`src/design/iplr_pkg.sv`:
```
// constants for the interrupt priority level register block
package iplr_pkg;

  // ----------------------------------------------------------------------
  // register map (index; byte address is four times the index)
  // ----------------------------------------------------------------------
  localparam int REG_COUNT = 4;
  localparam int REG_IDX_DEBUG_A = 0;
  localparam int REG_IDX_DEBUG_B = 1;
  localparam int REG_IDX_SYSTEM = 2;
  localparam int REG_IDX_PORT_CAN = 3;
  localparam int REG_W = 16;

  localparam logic [15:0] RESET_DEBUG_A = 16'h0000;
  localparam logic [15:0] RESET_DEBUG_B = 16'h0000;
  localparam logic [15:0] RESET_SYSTEM = 16'h0000;
  localparam logic [15:0] RESET_PORT_CAN = 16'h0000;

  // implemented bits; everything else is reserved, reads zero
  localparam logic [15:0] WMASK_DEBUG_A = 16'h3c00;
  localparam logic [15:0] WMASK_DEBUG_B = 16'h003f;
  localparam logic [15:0] WMASK_SYSTEM = 16'hffcf;
  localparam logic [15:0] WMASK_PORT_CAN = 16'hfffc;

  // ----------------------------------------------------------------------
  // interrupt sources
  // ----------------------------------------------------------------------
  localparam int SRC_COUNT = 19;
  localparam int SRC_BREAKPOINT0 = 0;
  localparam int SRC_STEP_COUNTER = 1;
  localparam int SRC_DEBUG_RX_FULL = 2;
  localparam int SRC_DEBUG_TX_EMPTY = 3;
  localparam int SRC_TRACE_BUFFER = 4;
  localparam int SRC_FLASH_BUFFERS_EMPTY = 5;
  localparam int SRC_FLASH_CMD_COMPLETE = 6;
  localparam int SRC_FLASH_ERROR = 7;
  localparam int SRC_CLOCK_LOCK = 8;
  localparam int SRC_LOW_VOLTAGE = 9;
  localparam int SRC_EXT_PIN_B = 10;
  localparam int SRC_EXT_PIN_A = 11;
  localparam int SRC_PORT_D = 12;
  localparam int SRC_PORT_E = 13;
  localparam int SRC_PORT_F = 14;
  localparam int SRC_CAN_MSG_BUFFER = 15;
  localparam int SRC_CAN_WAKEUP = 16;
  localparam int SRC_CAN_ERROR = 17;
  localparam int SRC_CAN_BUS_OFF = 18;

  // word, field position and level range of each source, by source number
  localparam int SRC_WORD [SRC_COUNT] = '{
    0, 0, 1, 1, 1, 2, 2, 2, 2, 2, 2, 2, 3, 3, 3, 3, 3, 3, 3};
  localparam int SRC_LSB [SRC_COUNT] = '{
    12, 10, 4, 2, 0, 14, 12, 10, 8, 6, 2, 0, 14, 12, 10, 8, 6, 4, 2};
  localparam bit SRC_DEBUG [SRC_COUNT] = '{
    1, 1, 1, 1, 1, 0, 0, 0, 0, 0, 0, 0, 0, 0, 0, 0, 0, 0, 0};

  // field code 01 maps to level 1 for debug sources, level 0 otherwise
  localparam logic [1:0] LEVEL_OFFSET_DEBUG = 2'h0;
  localparam logic [1:0] LEVEL_OFFSET_SYSTEM = 2'h3;
  localparam logic [1:0] FIELD_DISABLED = 2'h0;

  // ----------------------------------------------------------------------
  // bus answers
  // ----------------------------------------------------------------------
  localparam logic [1:0] RESP_OKAY = 2'h0;
  localparam logic [1:0] RESP_DECERR = 2'h3;

endpackage

```
`src/design/iplr_level_decode.sv`:
```
// decoder of one 2-bit priority field into enable and level
`timescale 1ns/1ps
module iplr_level_decode import iplr_pkg::*; #(
  parameter logic [1:0] LEVEL_OFFSET = LEVEL_OFFSET_SYSTEM
) (
  // field
  input wire logic [1:0] field,
  // decoded
  output logic enabled,
  output logic [1:0] level
);

  always_comb begin
    enabled = (field != FIELD_DISABLED);
    // wraps on purpose: 01 plus 11 gives level 0
    level = 2'(field + LEVEL_OFFSET);
  end

endmodule

```
`src/design/iplr_top.sv`:
```
// priority level registers with axi4-lite access and request tagging
`timescale 1ns/1ps
// Operation
// - debug sources: 00 off, 01 level 1, 10 level 2, 11 level 3
// - flash, clock-lock, low-voltage, pin sources: 00 off, levels 0 to 2
// - port and can sources use same 0 to 2 decoding, off at reset
// - reserved bits read zero and ignore writes
// - word 0: breakpoint 0 in bits 13-12, step counter in 11-10
// - word 1: receive full 5-4, transmit empty 3-2, trace 1-0
// - word 2: flash buffers empty 15-14, command 13-12, error 11-10
// - word 2: lock 9-8, low voltage 7-6, pin b 3-2, pin a 1-0
// - word 3: ports d,e,f 15-10, can buffer 9-8, can wake-up 7-6
module iplr_top import iplr_pkg::*; #(
  parameter int ADDR_W = 8
) (
  // clock and reset
  input wire logic aclk,
  input wire logic aresetn,
  // axi4-lite write address
  input wire logic [ADDR_W-1:0] s_axi_awaddr,
  input wire logic [2:0] s_axi_awprot,
  input wire logic s_axi_awvalid,
  output logic s_axi_awready,
  // axi4-lite write data
  input wire logic [31:0] s_axi_wdata,
  input wire logic [3:0] s_axi_wstrb,
  input wire logic s_axi_wvalid,
  output logic s_axi_wready,
  // axi4-lite write response
  output logic [1:0] s_axi_bresp,
  output logic s_axi_bvalid,
  input wire logic s_axi_bready,
  // axi4-lite read address
  input wire logic [ADDR_W-1:0] s_axi_araddr,
  input wire logic [2:0] s_axi_arprot,
  input wire logic s_axi_arvalid,
  output logic s_axi_arready,
  // axi4-lite read data
  output logic [31:0] s_axi_rdata,
  output logic [1:0] s_axi_rresp,
  output logic s_axi_rvalid,
  input wire logic s_axi_rready,
  // interrupt sources, same clock
  input wire logic [SRC_COUNT-1:0] src_irq,
  // requests to the core
  output logic [SRC_COUNT-1:0] req_valid,
  output logic [2*SRC_COUNT-1:0] req_level
);

  localparam int IDX_W = ADDR_W - 2;
  localparam logic [15:0] WMASK [REG_COUNT] = '{
    WMASK_DEBUG_A, WMASK_DEBUG_B, WMASK_SYSTEM, WMASK_PORT_CAN};
  localparam logic [15:0] RESETS [REG_COUNT] = '{
    RESET_DEBUG_A, RESET_DEBUG_B, RESET_SYSTEM, RESET_PORT_CAN};

  // ----------------------------------------------------------------------
  // write channel
  // ----------------------------------------------------------------------
  logic aw_held_reg, aw_held_next;
  logic [IDX_W-1:0] aw_idx_reg, aw_idx_next;
  logic w_held_reg, w_held_next;
  logic [15:0] wdata_reg, wdata_next;
  logic [1:0] wstrb_reg, wstrb_next;
  logic bvalid_reg, bvalid_next;
  logic [1:0] bresp_reg, bresp_next;
  logic [15:0] pri_reg [REG_COUNT];
  logic [15:0] pri_next [REG_COUNT];
  logic do_write;
  logic [15:0] lane_mask;

  assign s_axi_awready = !aw_held_reg;
  assign s_axi_wready = !w_held_reg;
  assign s_axi_bvalid = bvalid_reg;
  assign s_axi_bresp = bresp_reg;

  always_comb begin
    aw_held_next = aw_held_reg;
    aw_idx_next = aw_idx_reg;
    w_held_next = w_held_reg;
    wdata_next = wdata_reg;
    wstrb_next = wstrb_reg;
    bvalid_next = bvalid_reg;
    bresp_next = bresp_reg;
    for (int i = 0; i < REG_COUNT; i++) begin
      pri_next[i] = pri_reg[i];
    end
    lane_mask = {{8{wstrb_reg[1]}}, {8{wstrb_reg[0]}}};
    // one write in flight: the next waits until the response is taken
    do_write = aw_held_reg && w_held_reg && !bvalid_reg;
    if (bvalid_reg && s_axi_bready) begin
      bvalid_next = 1'b0;
    end
    if (s_axi_awvalid && !aw_held_reg) begin
      aw_held_next = 1'b1;
      aw_idx_next = s_axi_awaddr[ADDR_W-1:2];
    end
    if (s_axi_wvalid && !w_held_reg) begin
      w_held_next = 1'b1;
      wdata_next = s_axi_wdata[15:0];
      wstrb_next = s_axi_wstrb[1:0];
    end
    if (do_write) begin
      aw_held_next = 1'b0;
      w_held_next = 1'b0;
      bvalid_next = 1'b1;
      bresp_next = RESP_DECERR;
      for (int i = 0; i < REG_COUNT; i++) begin
        if (aw_idx_reg == IDX_W'(i)) begin
          bresp_next = RESP_OKAY;
          // reserved bits never take a value
          pri_next[i] = ((pri_reg[i] & ~lane_mask) |
                         (wdata_reg & lane_mask)) & WMASK[i];
        end
      end
    end
  end

  always_ff @(posedge aclk) begin
    if (!aresetn) begin
      aw_held_reg <= 1'b0;
      aw_idx_reg <= '0;
      w_held_reg <= 1'b0;
      wdata_reg <= '0;
      wstrb_reg <= '0;
      bvalid_reg <= 1'b0;
      bresp_reg <= RESP_OKAY;
      for (int i = 0; i < REG_COUNT; i++) begin
        pri_reg[i] <= RESETS[i];
      end
    end else begin
      aw_held_reg <= aw_held_next;
      aw_idx_reg <= aw_idx_next;
      w_held_reg <= w_held_next;
      wdata_reg <= wdata_next;
      wstrb_reg <= wstrb_next;
      bvalid_reg <= bvalid_next;
      bresp_reg <= bresp_next;
      for (int i = 0; i < REG_COUNT; i++) begin
        pri_reg[i] <= pri_next[i];
      end
    end
  end

  // ----------------------------------------------------------------------
  // read channel
  // ----------------------------------------------------------------------
  logic rvalid_reg, rvalid_next;
  logic [31:0] rdata_reg, rdata_next;
  logic [1:0] rresp_reg, rresp_next;
  logic [IDX_W-1:0] rd_idx_reg, rd_idx_next;
  logic [IDX_W-1:0] ar_idx;

  assign s_axi_arready = !rvalid_reg;
  assign s_axi_rvalid = rvalid_reg;
  assign s_axi_rdata = rdata_reg;
  assign s_axi_rresp = rresp_reg;
  assign ar_idx = s_axi_araddr[ADDR_W-1:2];

  always_comb begin
    rvalid_next = rvalid_reg;
    rdata_next = rdata_reg;
    rresp_next = rresp_reg;
    rd_idx_next = rd_idx_reg;
    if (rvalid_reg && s_axi_rready) begin
      rvalid_next = 1'b0;
    end
    if (s_axi_arvalid && !rvalid_reg) begin
      rvalid_next = 1'b1;
      rd_idx_next = ar_idx;
      rdata_next = '0;
      rresp_next = RESP_DECERR;
      for (int i = 0; i < REG_COUNT; i++) begin
        if (ar_idx == IDX_W'(i)) begin
          rresp_next = RESP_OKAY;
          // upper half and reserved bits read zero
          rdata_next = {16'h0000, pri_reg[i] & WMASK[i]};
        end
      end
    end
  end

  always_ff @(posedge aclk) begin
    if (!aresetn) begin
      rvalid_reg <= 1'b0;
      rdata_reg <= '0;
      rresp_reg <= RESP_OKAY;
      rd_idx_reg <= '0;
    end else begin
      rvalid_reg <= rvalid_next;
      rdata_reg <= rdata_next;
      rresp_reg <= rresp_next;
      rd_idx_reg <= rd_idx_next;
    end
  end

  // ----------------------------------------------------------------------
  // request forwarding
  // ----------------------------------------------------------------------
  logic [SRC_COUNT-1:0] src_en;
  logic [2*SRC_COUNT-1:0] src_lvl;
  logic [SRC_COUNT-1:0] req_valid_reg, req_valid_next;
  logic [2*SRC_COUNT-1:0] req_level_reg, req_level_next;

  for (genvar g = 0; g < SRC_COUNT; g++) begin : g_src
    iplr_level_decode #(
      .LEVEL_OFFSET(SRC_DEBUG[g] ? LEVEL_OFFSET_DEBUG : LEVEL_OFFSET_SYSTEM)
    ) u_dec (
      .field(pri_reg[SRC_WORD[g]][SRC_LSB[g] +: 2]),
      .enabled(src_en[g]),
      .level(src_lvl[2*g +: 2])
    );
  end

  always_comb begin
    req_valid_next = src_irq & src_en;
    // level is zero while no request is shown
    for (int i = 0; i < SRC_COUNT; i++) begin
      req_level_next[2*i +: 2] = req_valid_next[i] ?
                                 src_lvl[2*i +: 2] : 2'h0;
    end
  end

  always_ff @(posedge aclk) begin
    if (!aresetn) begin
      req_valid_reg <= '0;
      req_level_reg <= '0;
    end else begin
      req_valid_reg <= req_valid_next;
      req_level_reg <= req_level_next;
    end
  end

  assign req_valid = req_valid_reg;
  assign req_level = req_level_reg;

  // ----------------------------------------------------------------------
  // checks
  // ----------------------------------------------------------------------
  AST_DEBUG_LEVEL: assert property
    (@(posedge aclk) disable iff (!aresetn)
    (src_irq[SRC_BREAKPOINT0] && pri_reg[0][13:12] != 2'h0) |=>
    (req_valid[SRC_BREAKPOINT0] &&
     req_level[2*SRC_BREAKPOINT0 +: 2] == $past(pri_reg[0][13:12])))
    else $error("breakpoint level not equal to field code");

  AST_SYSTEM_LEVEL: assert property
    (@(posedge aclk) disable iff (!aresetn)
    (src_irq[SRC_FLASH_BUFFERS_EMPTY] && pri_reg[2][15:14] != 2'h0) |=>
    (req_level[2*SRC_FLASH_BUFFERS_EMPTY +: 2] ==
     2'($past(pri_reg[2][15:14]) - 2'h1)))
    else $error("flash buffers level not field code minus one");

  AST_PORT_LEVEL: assert property
    (@(posedge aclk) disable iff (!aresetn)
    (src_irq[SRC_PORT_D] && pri_reg[3][15:14] == 2'h3) |=>
    (req_valid[SRC_PORT_D] && req_level[2*SRC_PORT_D +: 2] == 2'h2))
    else $error("port d code 11 not level 2");

  AST_RESET_OFF: assert property
    (@(posedge aclk)
    !aresetn |=> (pri_reg[2] == 16'h0000 && pri_reg[3] == 16'h0000 &&
                  req_valid == '0))
    else $error("priority fields not disabled after reset");

  AST_RESERVED_ZERO: assert property
    (@(posedge aclk) disable iff (!aresetn)
    (s_axi_rvalid && rd_idx_reg == IDX_W'(0)) |->
    (s_axi_rdata[31:14] == '0 && s_axi_rdata[9:0] == '0))
    else $error("reserved bits of word 0 read nonzero");

  AST_RESERVED_W2: assert property
    (@(posedge aclk) disable iff (!aresetn)
    s_axi_rvalid && rd_idx_reg == IDX_W'(2) |-> s_axi_rdata[5:4] == 2'h0)
    else $error("reserved bits of word 2 read nonzero");

  AST_TRACE_FIELD: assert property
    (@(posedge aclk) disable iff (!aresetn)
    (src_irq[SRC_TRACE_BUFFER] && pri_reg[1][1:0] == 2'h1) |=>
    req_valid[SRC_TRACE_BUFFER] && req_level[2*SRC_TRACE_BUFFER +: 2] == 2'h1)
    else $error("trace buffer field not in bits 1-0");

  AST_PIN_A_FIELD: assert property
    (@(posedge aclk) disable iff (!aresetn)
    (src_irq[SRC_EXT_PIN_A] && pri_reg[2][1:0] == 2'h2) |=>
    req_valid[SRC_EXT_PIN_A] && req_level[2*SRC_EXT_PIN_A +: 2] == 2'h1)
    else $error("pin a code 10 not level 1");

  AST_WAKE_FIELD: assert property
    (@(posedge aclk) disable iff (!aresetn)
    (src_irq[SRC_CAN_WAKEUP] && pri_reg[3][7:6] == 2'h1) |=>
    req_valid[SRC_CAN_WAKEUP] && req_level[2*SRC_CAN_WAKEUP +: 2] == 2'h0)
    else $error("can wake-up code 01 not level 0");

  AST_OFF_NO_REQ: assert property
    (@(posedge aclk) disable iff (!aresetn)
    (pri_reg[0][11:10] == 2'h0 || !src_irq[SRC_STEP_COUNTER]) |=>
    !req_valid[SRC_STEP_COUNTER] &&
    req_level[2*SRC_STEP_COUNTER +: 2] == 2'h0)
    else $error("disabled step counter raised a request");

  AST_WRITE_RESP: assert property (@(posedge aclk) disable iff (!aresetn)
    (s_axi_bvalid && !s_axi_bready) |=> s_axi_bvalid && $stable(s_axi_bresp))
    else $error("write response dropped before taken");

  AST_READ_HOLD: assert property (@(posedge aclk) disable iff (!aresetn)
    (s_axi_rvalid && !s_axi_rready) |=>
    (s_axi_rvalid && $stable(s_axi_rdata) && $stable(s_axi_rresp)))
    else $error("read answer changed before taken");

  AST_UPPER_ZERO: assert property
    (@(posedge aclk) disable iff (!aresetn)
    s_axi_rvalid |-> s_axi_rdata[31:16] == 16'h0000)
    else $error("upper half of read data nonzero");

  AST_RESERVED_W1: assert property
    (@(posedge aclk) disable iff (!aresetn)
    (s_axi_rvalid && rd_idx_reg == IDX_W'(1)) |-> s_axi_rdata[15:6] == '0)
    else $error("reserved bits of word 1 read nonzero");

  AST_RESERVED_HELD: assert property
    (@(posedge aclk) disable iff (!aresetn)
    (pri_reg[0] & ~WMASK_DEBUG_A) == 16'h0000 &&
    (pri_reg[1] & ~WMASK_DEBUG_B) == 16'h0000 &&
    (pri_reg[2] & ~WMASK_SYSTEM) == 16'h0000 &&
    (pri_reg[3] & ~WMASK_PORT_CAN) == 16'h0000)
    else $error("reserved storage bit set");

  AST_DEBUG_NOT_ZERO: assert property
    (@(posedge aclk) disable iff (!aresetn)
    !(req_valid[SRC_STEP_COUNTER] &&
      req_level[2*SRC_STEP_COUNTER +: 2] == 2'h0) &&
    !(req_valid[SRC_DEBUG_TX_EMPTY] &&
      req_level[2*SRC_DEBUG_TX_EMPTY +: 2] == 2'h0))
    else $error("debug source shown at level 0");

  AST_SYSTEM_NOT_THREE: assert property
    (@(posedge aclk) disable iff (!aresetn)
    req_level[2*SRC_FLASH_ERROR +: 2] != 2'h3 &&
    req_level[2*SRC_LOW_VOLTAGE +: 2] != 2'h3 &&
    req_level[2*SRC_CAN_MSG_BUFFER +: 2] != 2'h3)
    else $error("system source shown at level 3");

  AST_RX_FIELD: assert property
    (@(posedge aclk) disable iff (!aresetn)
    (src_irq[SRC_DEBUG_RX_FULL] && pri_reg[1][5:4] == 2'h3) |=>
    req_valid[SRC_DEBUG_RX_FULL] &&
    req_level[2*SRC_DEBUG_RX_FULL +: 2] == 2'h3)
    else $error("debug receive full code 11 not level 3");

  AST_LOCK_FIELD: assert property
    (@(posedge aclk) disable iff (!aresetn)
    (src_irq[SRC_CLOCK_LOCK] && pri_reg[2][9:8] == 2'h3) |=>
    req_valid[SRC_CLOCK_LOCK] && req_level[2*SRC_CLOCK_LOCK +: 2] == 2'h2)
    else $error("clock lock code 11 not level 2");

  AST_PORT_F_FIELD: assert property
    (@(posedge aclk) disable iff (!aresetn)
    (src_irq[SRC_PORT_F] && pri_reg[3][11:10] == 2'h2) |=>
    req_valid[SRC_PORT_F] && req_level[2*SRC_PORT_F +: 2] == 2'h1)
    else $error("port f code 10 not level 1");

endmodule
```
`config.mk`:
```
export PLATFORM = sky130hd
export DESIGN_NAME = iplr_top
export DESIGN_NICKNAME = d
export VERILOG_FILES = /design/src/design/iplr_pkg.sv /design/src/design/iplr_level_decode.sv /design/src/design/iplr_top.sv
export SDC_FILE = /design/constraint.sdc
export NUM_CORES = 1
export LEC_CHECK = 0
export ABC_AREA = 1
export BUFFER_PORTS_ARGS = -buffer_cell sky130_fd_sc_hd__buf_2
export CAP_MARGIN = 25
export CORE_ASPECT_RATIO = 1.75
export CORE_MARGIN = 1
export CORE_UTILIZATION = 30
export DETAILED_ROUTE_END_ITERATION = 16
export HOLD_SLACK_MARGIN = 0.06
export SLEW_MARGIN = 20
export SYNTH_ARGS = -nofsm -noshare
export SYNTH_HDL_FRONTEND = slang
export SYNTH_SLANG_ARGS = --single-unit
export TNS_END_PERCENT = 10
```
`constraint.sdc`:
```
create_clock -name aclk -period 2.9 [get_ports aclk]
set_clock_uncertainty 0.2 [all_clocks]
set_input_delay 0.87 -clock aclk [delete_from_list [all_inputs] [get_ports aclk]]
set_output_delay 0.87 -clock aclk [all_outputs]
set_load 0.05 [all_outputs]
```
==> flow_summary.yaml, run 1 <==
power:
  p_int_mw: 3.54
  p_per_area_mw_per_mm2: 675
  p_switching_mw: 1.14
  ir_worst_vdd_mv: 0.323
  pwr-share-comb: 0.078
  power_frac_clock: 0.490
  power_mw: 4.69
  p_seq_frac: 0.432
  p_leak_nw: 3.34
  p_sw_frac: 0.244
place:
  dp_hpwl_um: 10500
  finalWeightedCongestion: 0.769
  placed_cell_area_mm2: 0.00632
  post-place-ws_ps: 597
  io_buffers: 137
floorplanning:
  die_h_um: 181
  core_region_area_mm2: 0.0180
  die_w_um: 104
  dieArea_mm2: 0.0189
  initial_utilization: 0.305
  row_count: 65
  io_pins: 182
synthesis:
  ys_types: 30
  synth-xor-area-share: 0
  syn_inst: 687
  seq_area_frac_synth: 0.514
  synth_area_leaders: "dfxtp_1 51%, nor2_1 9.6%, inv_1 6.0%"
  syn_area_mm2: 0.00549
  muxShareOfSynthArea: 0
  ys.flop_type: "dfxtp_1"
  synth_top_family_by_area: "simple AND/OR/NAND/NOR gates"
  syn_avg_cell_area_um2: 7.99
  synth_edf_count: 0
  synth.top_cell.area_share: 0.514
  synthSimpleGateAreaFrac: 0.261
  synth_fa_ha_area_frac: 0.0319
  ys_ff_latch: 141
  yosys_warnings: 0
  synthArstFlopShare: 0
  synth.largest_area_cell: "dfxtp_1"
  synth-compound-area-share: 0.0812
clock_network:
  cts_resized: 0
  numCtsBuffers: 17
  cts_max_level: 4
  clk_latency_ps: 420
  ctsHoldBuffers: 0
  clkSinkCount: 141
  clockBufferDepth: 2
  cts_tree: "built"
  cts-root-buf: "clkbuf_16"
  cts_setup_buffers: 0
  path_clk_slew_ps: 60
critical_path:
  slowest_stage: "dfxtp_1"
  worstSetupPathType: "reg -> out"
  critPathBufInv: 2
  crit_path_end_kind: "output pin"
  slowest_delay_ps: 420
  critical_path_required_ps: 1830
  cp_cell_sequence: "inv_1 > buf_2"
  arrival_ps: 1130
  cp_top_family: "flip-flops"
  cp_max_fo: 4
  worstSetupStartpointType: "flop"
sta:
  slew_viol_final: 0
  finalHoldViolCount: 0
  timing.fmax_ghz: 0.455
  setup_viol: 0
  fin_tns_setup_ps: 0
  fin_crit_ps: 2200
  setup_ws_ps: 704
  rsz0062_at_grt: "no"
  period_share: 0.757
outcome:
  status: "finished clean"
layout:
  fillers: 1898
  nets: 918
  post-route-cell-area_mm2: 0.00695
  multi_input_area_mm2: 0.00211
  layout-drive-gt1-share: 0.227
  syn_to_final_growth_pct: 26.7
  antenna_cells: 0
  register_area_mm2: 0.00282
routing:
  routedWlPerCell_um: 13.2
  drc: 0
  drt.antenna.violating_nets: 0
  drtPass1Iterations: 4
  vias_per_cell: 4.37
  routed_wl_um: 14100
  vias: 4654
  dr.first_iter.drc_count: 172
grt:
  grt_overflow: 0
  grt_use_total: 0.156
  grt_pass1_wl_um: 22400
  grt_max_degree: 57
  antenna_found_initial: 0
  grt_pass1_vias: 4402
flow_run:
  drv_cap: 0
min_path:
  hp-class: "reg -> reg"
==> path summary, 6_finish.rpt <==
check                                   start       endpoint  slack (ps)  cells past startpoint
worst min-delay path                     flop  req_level[22]         220                      1
worst min register to register           flop  req_level[22]         220                      1
worst max-delay path              aw_held_reg  s_axi_awready         700                      2
worst max register to register  aw_idx_reg[2]           flop         980                      7
==> cells in the final DEF (no fill, tap or decap) <==
master,synthesis,final
inv_2,1,2
inv_6,0,1
and3_1,1,1
nor4_1,28,28
nor2_2,3,3
nand2_1,81,81
clkbuf_16,0,17
bufinv_16,0,4
nand3_4,2,2
nor2_1,140,140
conb_1,1,16
nor2_4,1,1
nor3b_1,1,1
clkinvlp_4,0,3
nand3b_4,1,1
nand3_2,2,2
a31oi_1,2,2
nand3_1,6,6
buf_2,10,137
or2_2,1,1
clkinv_4,0,4
dfxtp_1,141,141
clkinv_2,0,1
nand4_1,13,13
nand3b_1,13,13
a21oi_1,28,28
buf_12,0,1
buf_4,20,7
ha_1,14,14
o21a_1,1,1
o21ai_0,57,57
clkbuf_8,0,1
nor2_8,1,1
nor3_1,15,15
inv_1,87,86
==> per-layer routing <==
layer / share of wire / vias to the layer above / global-route usage
met5: 0 / - / 0
met4: 0.036 / 0 / 0.0886
met3: 0.041 / 26 / 0.0397
met2: 0.54 / 124 / 0.286
met1: 0.38 / 2076 / 0.159
li1: - / 2428 / -
==> synth_stat cells (all sizes together) (2+ instances only) <==
| cell | number |
|---|---|
| a21oi | 28 |
| a31oi | 2 |
| buf | 37 |
| clkbuf | 9 |
| dfxtp | 141 |
| ha | 14 |
| inv | 88 |
| nand2 | 81 |
| nand3 | 10 |
| nand3b | 14 |
| nand4 | 13 |
| nor2 | 145 |
| nor3 | 15 |
| nor4 | 28 |
| o21ai | 57 |
==> per-stage QoR <==
stage / hold WS (ps) / instances / utilization
after floorplan: 199 / 702 / -
after global placement: 216 / 1035 / 0.352
after detailed placement: 213 / 1035 / 0.352
after CTS: 220 / 1066 / 0.387
after global routing: 242 / 1066 / 0.387
final: 218 / 1066 / 0.387
==> power by group through the flow <==
stage	clock, mW	combinational [mW]	sequential (mW)
after floorplan	0	0.240	2.10
after global placement	0	0.365	2.06
after detailed placement	0	0.367	2.07
after CTS	2.35	0.368	2.02
after global routing	2.43	0.403	2.03
final	2.30	0.366	2.02
==> final cells by class <==
class	count	share of cell area
Timing Repair Buffer	145	0.109
Sequential cell	141	0.406
Clock buffer	18	0.0632
Tap cell	234	0.0421
Clock inverter	13	0.0275
Inverter	88	0.0475
Multi-Input combinational cell	427	0.304
==> logic make-up (layout without fill, tap and decap cells) <==
logic type / after synthesis / after routing
other: 1 / 16
flip-flops: 141 / 141
AO/OA/AOI/OAI: 88 / 88
buffers and inverters: 134 / 264
adder cells (fa/ha/maj): 14 / 14
AND/OR/NAND/NOR: 309 / 309
Note: power is estimated with default switching activity, not from simulation.
==> run 2, diff against run 1 <==
- ABC_AREA: 1 -> 0
- clock period: 2.9 -> 2.2 ns (I/O delays scaled with it)
==> run 2 against run 1 <==
  * Power is 30% higher
  * Core utilization is 1.3 points higher
  * Largest cell class unchanged
  * Largest power group unchanged
  * Via count is 8.9% lower
  * Worst hold slack better by 44 ps
  * Synthesized cell count is 15% lower
  * Sequential share of layout area is 0.55 points lower
==> flow_summary.yaml, run 2 <==
outcome:
  status: "finished clean"
layout:
  multi_input_area_mm2: 0.00226
  final_common_cell: "dfxtp_1"
  fillers: 1865
  instances_no_fill: 977
  antenna_cells: 0
  syn_to_final_growth_pct: 29.5
  layout-drive-gt1-share: 0.284
  register_area_mm2: 0.00282
  layout_common_cells: "141 x dfxtp_1, 136 x buf_2, 110 x nand2_1"
  nets: 831
floorplanning:
  row_count: 64
  core_region_area_mm2: 0.0176
  die_w_um: 104
  dieArea_mm2: 0.0187
  io_pins: 182
  die_h_um: 180
  initial_utilization: 0.309
synthesis:
  seq_area_frac_synth: 0.519
  synth-compound-area-share: 0.0824
  ys_types: 37
  synth_top_family_by_area: "simple AND/OR/NAND/NOR gates"
  synth_common_cells: "141 x dfxtp_1, 110 x nand2_1, 45 x inv_1, 44 x mux2i_1, 32 x nor2_1"
  synth_most_common_cell: "dfxtp_1"
  synth_area_leaders: "dfxtp_1 52%, mux2i_1 8.1%, nand2_1 7.6%"
  synth-xor-area-share: 0
  synthArstFlopShare: 0
  ys.flop_type: "dfxtp_1"
  synth_fa_ha_area_frac: 0.0322
  synth_edf_count: 0
  synth.largest_area_cell: "dfxtp_1"
  yosys_warnings: 0
  syn_inst: 586
  synth.top_cell.area_share: 0.519
  syn_avg_cell_area_um2: 9.28
  ys_ff_latch: 141
  muxShareOfSynthArea: 0.0893
  synthSimpleGateAreaFrac: 0.199
  syn_area_mm2: 0.00544
grt:
  grt_pass1_wl_um: 21400
  grt_util_met2: 0.289
  use_met3: 0.0351
  met1_usage: 0.149
  gr-max-usage-layer: "met2"
  grt_overflow: 0
  grt_pass1_vias: 4210
  antenna_found_initial: 0
  grt_use_total: 0.150
  grt_max_degree: 38
power:
  p_per_area_mw_per_mm2: 865
  pwr-share-comb: 0.072
  p_int_mw: 4.63
  p_sw_frac: 0.240
  p_seq_frac: 0.431
  power_frac_clock: 0.497
  p_leak_nw: 3.43
  p_switching_mw: 1.46
  power_mw: 6.09
  ir_worst_vdd_mv: 0.444
critical_path:
  critical_path_required_ps: 1340
  worstSetupStartpointType: "flop"
  worstSetupPathType: "reg -> out"
  arrival_ps: 1110
  critPathBufInv: 1
  slowest_delay_ps: 400
  cp_top_family: "flip-flops"
  cp_max_fo: 6
  cp_cell_sequence: "buf_2"
  crit_path_end_kind: "output pin"
  slowest_stage: "dfxtp_1"
place:
  dp_hpwl_um: 9880
  dp_cells: 945
  io_buffers: 137
  finalWeightedCongestion: 0.704
clock_network:
  cts_resized: 0
  clk_latency_ps: 420
  cts_max_level: 4
  clockBufferDepth: 2
  numCtsBuffers: 17
  cts_setup_buffers: 0
  path_clk_slew_ps: 60
  ctsHoldBuffers: 0
  cts-root-buf: "clkbuf_16"
  clkSinkCount: 141
  cts_tree: "built"
flow_run:
  drv_cap: 0
sta:
  finalHoldViolCount: 0
  worstMarginPinSlew_ps: 522
  period_share: 0.896
  fin_tns_setup_ps: 0
  rsz0062_at_grt: "no"
  relSlewSlack: 0.649
  setup_viol: 0
  slew_viol_final: 0
  fin_crit_ps: 1970
  timing.fmax_ghz: 0.508
routing:
  routedWlPerCell_um: 13.6
  drt.antenna.violating_nets: 0
  drc: 0
  vias: 4238
  dr.first_iter.drc_count: 129
  routed_wl_um: 13300
  drtPass1Iterations: 4
  vias_per_cell: 4.34
min_path:
  hp-class: "reg -> reg"
[run 2: cell types whose count changed after synthesis, moves of 17 or more]
| cell | before | now |
|---|---|---|
| nor4_1 | 28 | 0 |
| a21boi_0 | 0 | 23 |
| inv_1 | 87 | 45 |
| mux2i_1 | 0 | 44 |
| nor2b_1 | 0 | 17 |
| clkbuf_1 | 9 | 27 |
| nor2_1 | 140 | 32 |
| o21ai_0 | 57 | 9 |
| a21oi_1 | 28 | 7 |
| nand2_1 | 81 | 110 |
[run 2: tightest hold or removal path, cell delays in order (launching register included)]
cell and delay, ps:
dfxtp_1 310, nand2_1 50, a21boi_0 60
[run 2: metrics by stage]
step | area [µm²] | setup WS, ps | hold WS [ps] | utilization
2_1_floorplan | 5500 | 215 | 223 | -
3_3_place_gp | 6420 | 84.7 | 247 | 0.364
3_5_place_dp | 6420 | 61.7 | 255 | 0.364
4_1_cts | 7040 | 220 | 266 | 0.400
5_1_grt | 7040 | 193 | 277 | 0.400
6_report | 7040 | 230 | 262 | 0.400
[run 2: logic make-up after synthesis]
family	Yosys count
buf+inv	93
simple gates	225
flops	141
mux	48
other cells	1
compound gates	64
fa+ha+maj	14
[run 2: area by class of cell]
cell class              count  area share
multi-input cells         367       0.321
inverters                  45      0.0240
repair buffers            161       0.125
clock buffers              18      0.0609
well taps                 231      0.0410
flip-flops and latches    141       0.401
clock inverters            14      0.0275
[run 2: power by group through the flow]
stage | clock network [mW] | registers (mW) | logic (mW)
6_report | 3.03 | 2.63 | 0.441
5_1_grt | 3.20 | 2.63 | 0.484
4_1_cts | 3.10 | 2.63 | 0.448
3_5_place_dp | 0 | 2.68 | 0.447
3_3_place_gp | 0 | 2.68 | 0.445
2_1_floorplan | 0 | 2.72 | 0.278
[run 2: final timing paths]
check | slack (ps) | startpoint | cells past startpoint | end
setup reg to reg | 410 | aw_idx_reg[2] | 4 | flop
setup / recovery | 230 | s_axi_rvalid | 1 | s_axi_rvalid
hold reg to reg | 260 | wdata_reg[10] | 2 | wdata_reg[10]
hold / removal | 260 | wdata_reg[10] | 2 | wdata_reg[10]
[run 2: layer usage]
layer	wire, µm	share of wire
met4	271	0.020
met5	0	0
met2	7320	0.55
met3	615	0.046
met1	5040	0.38
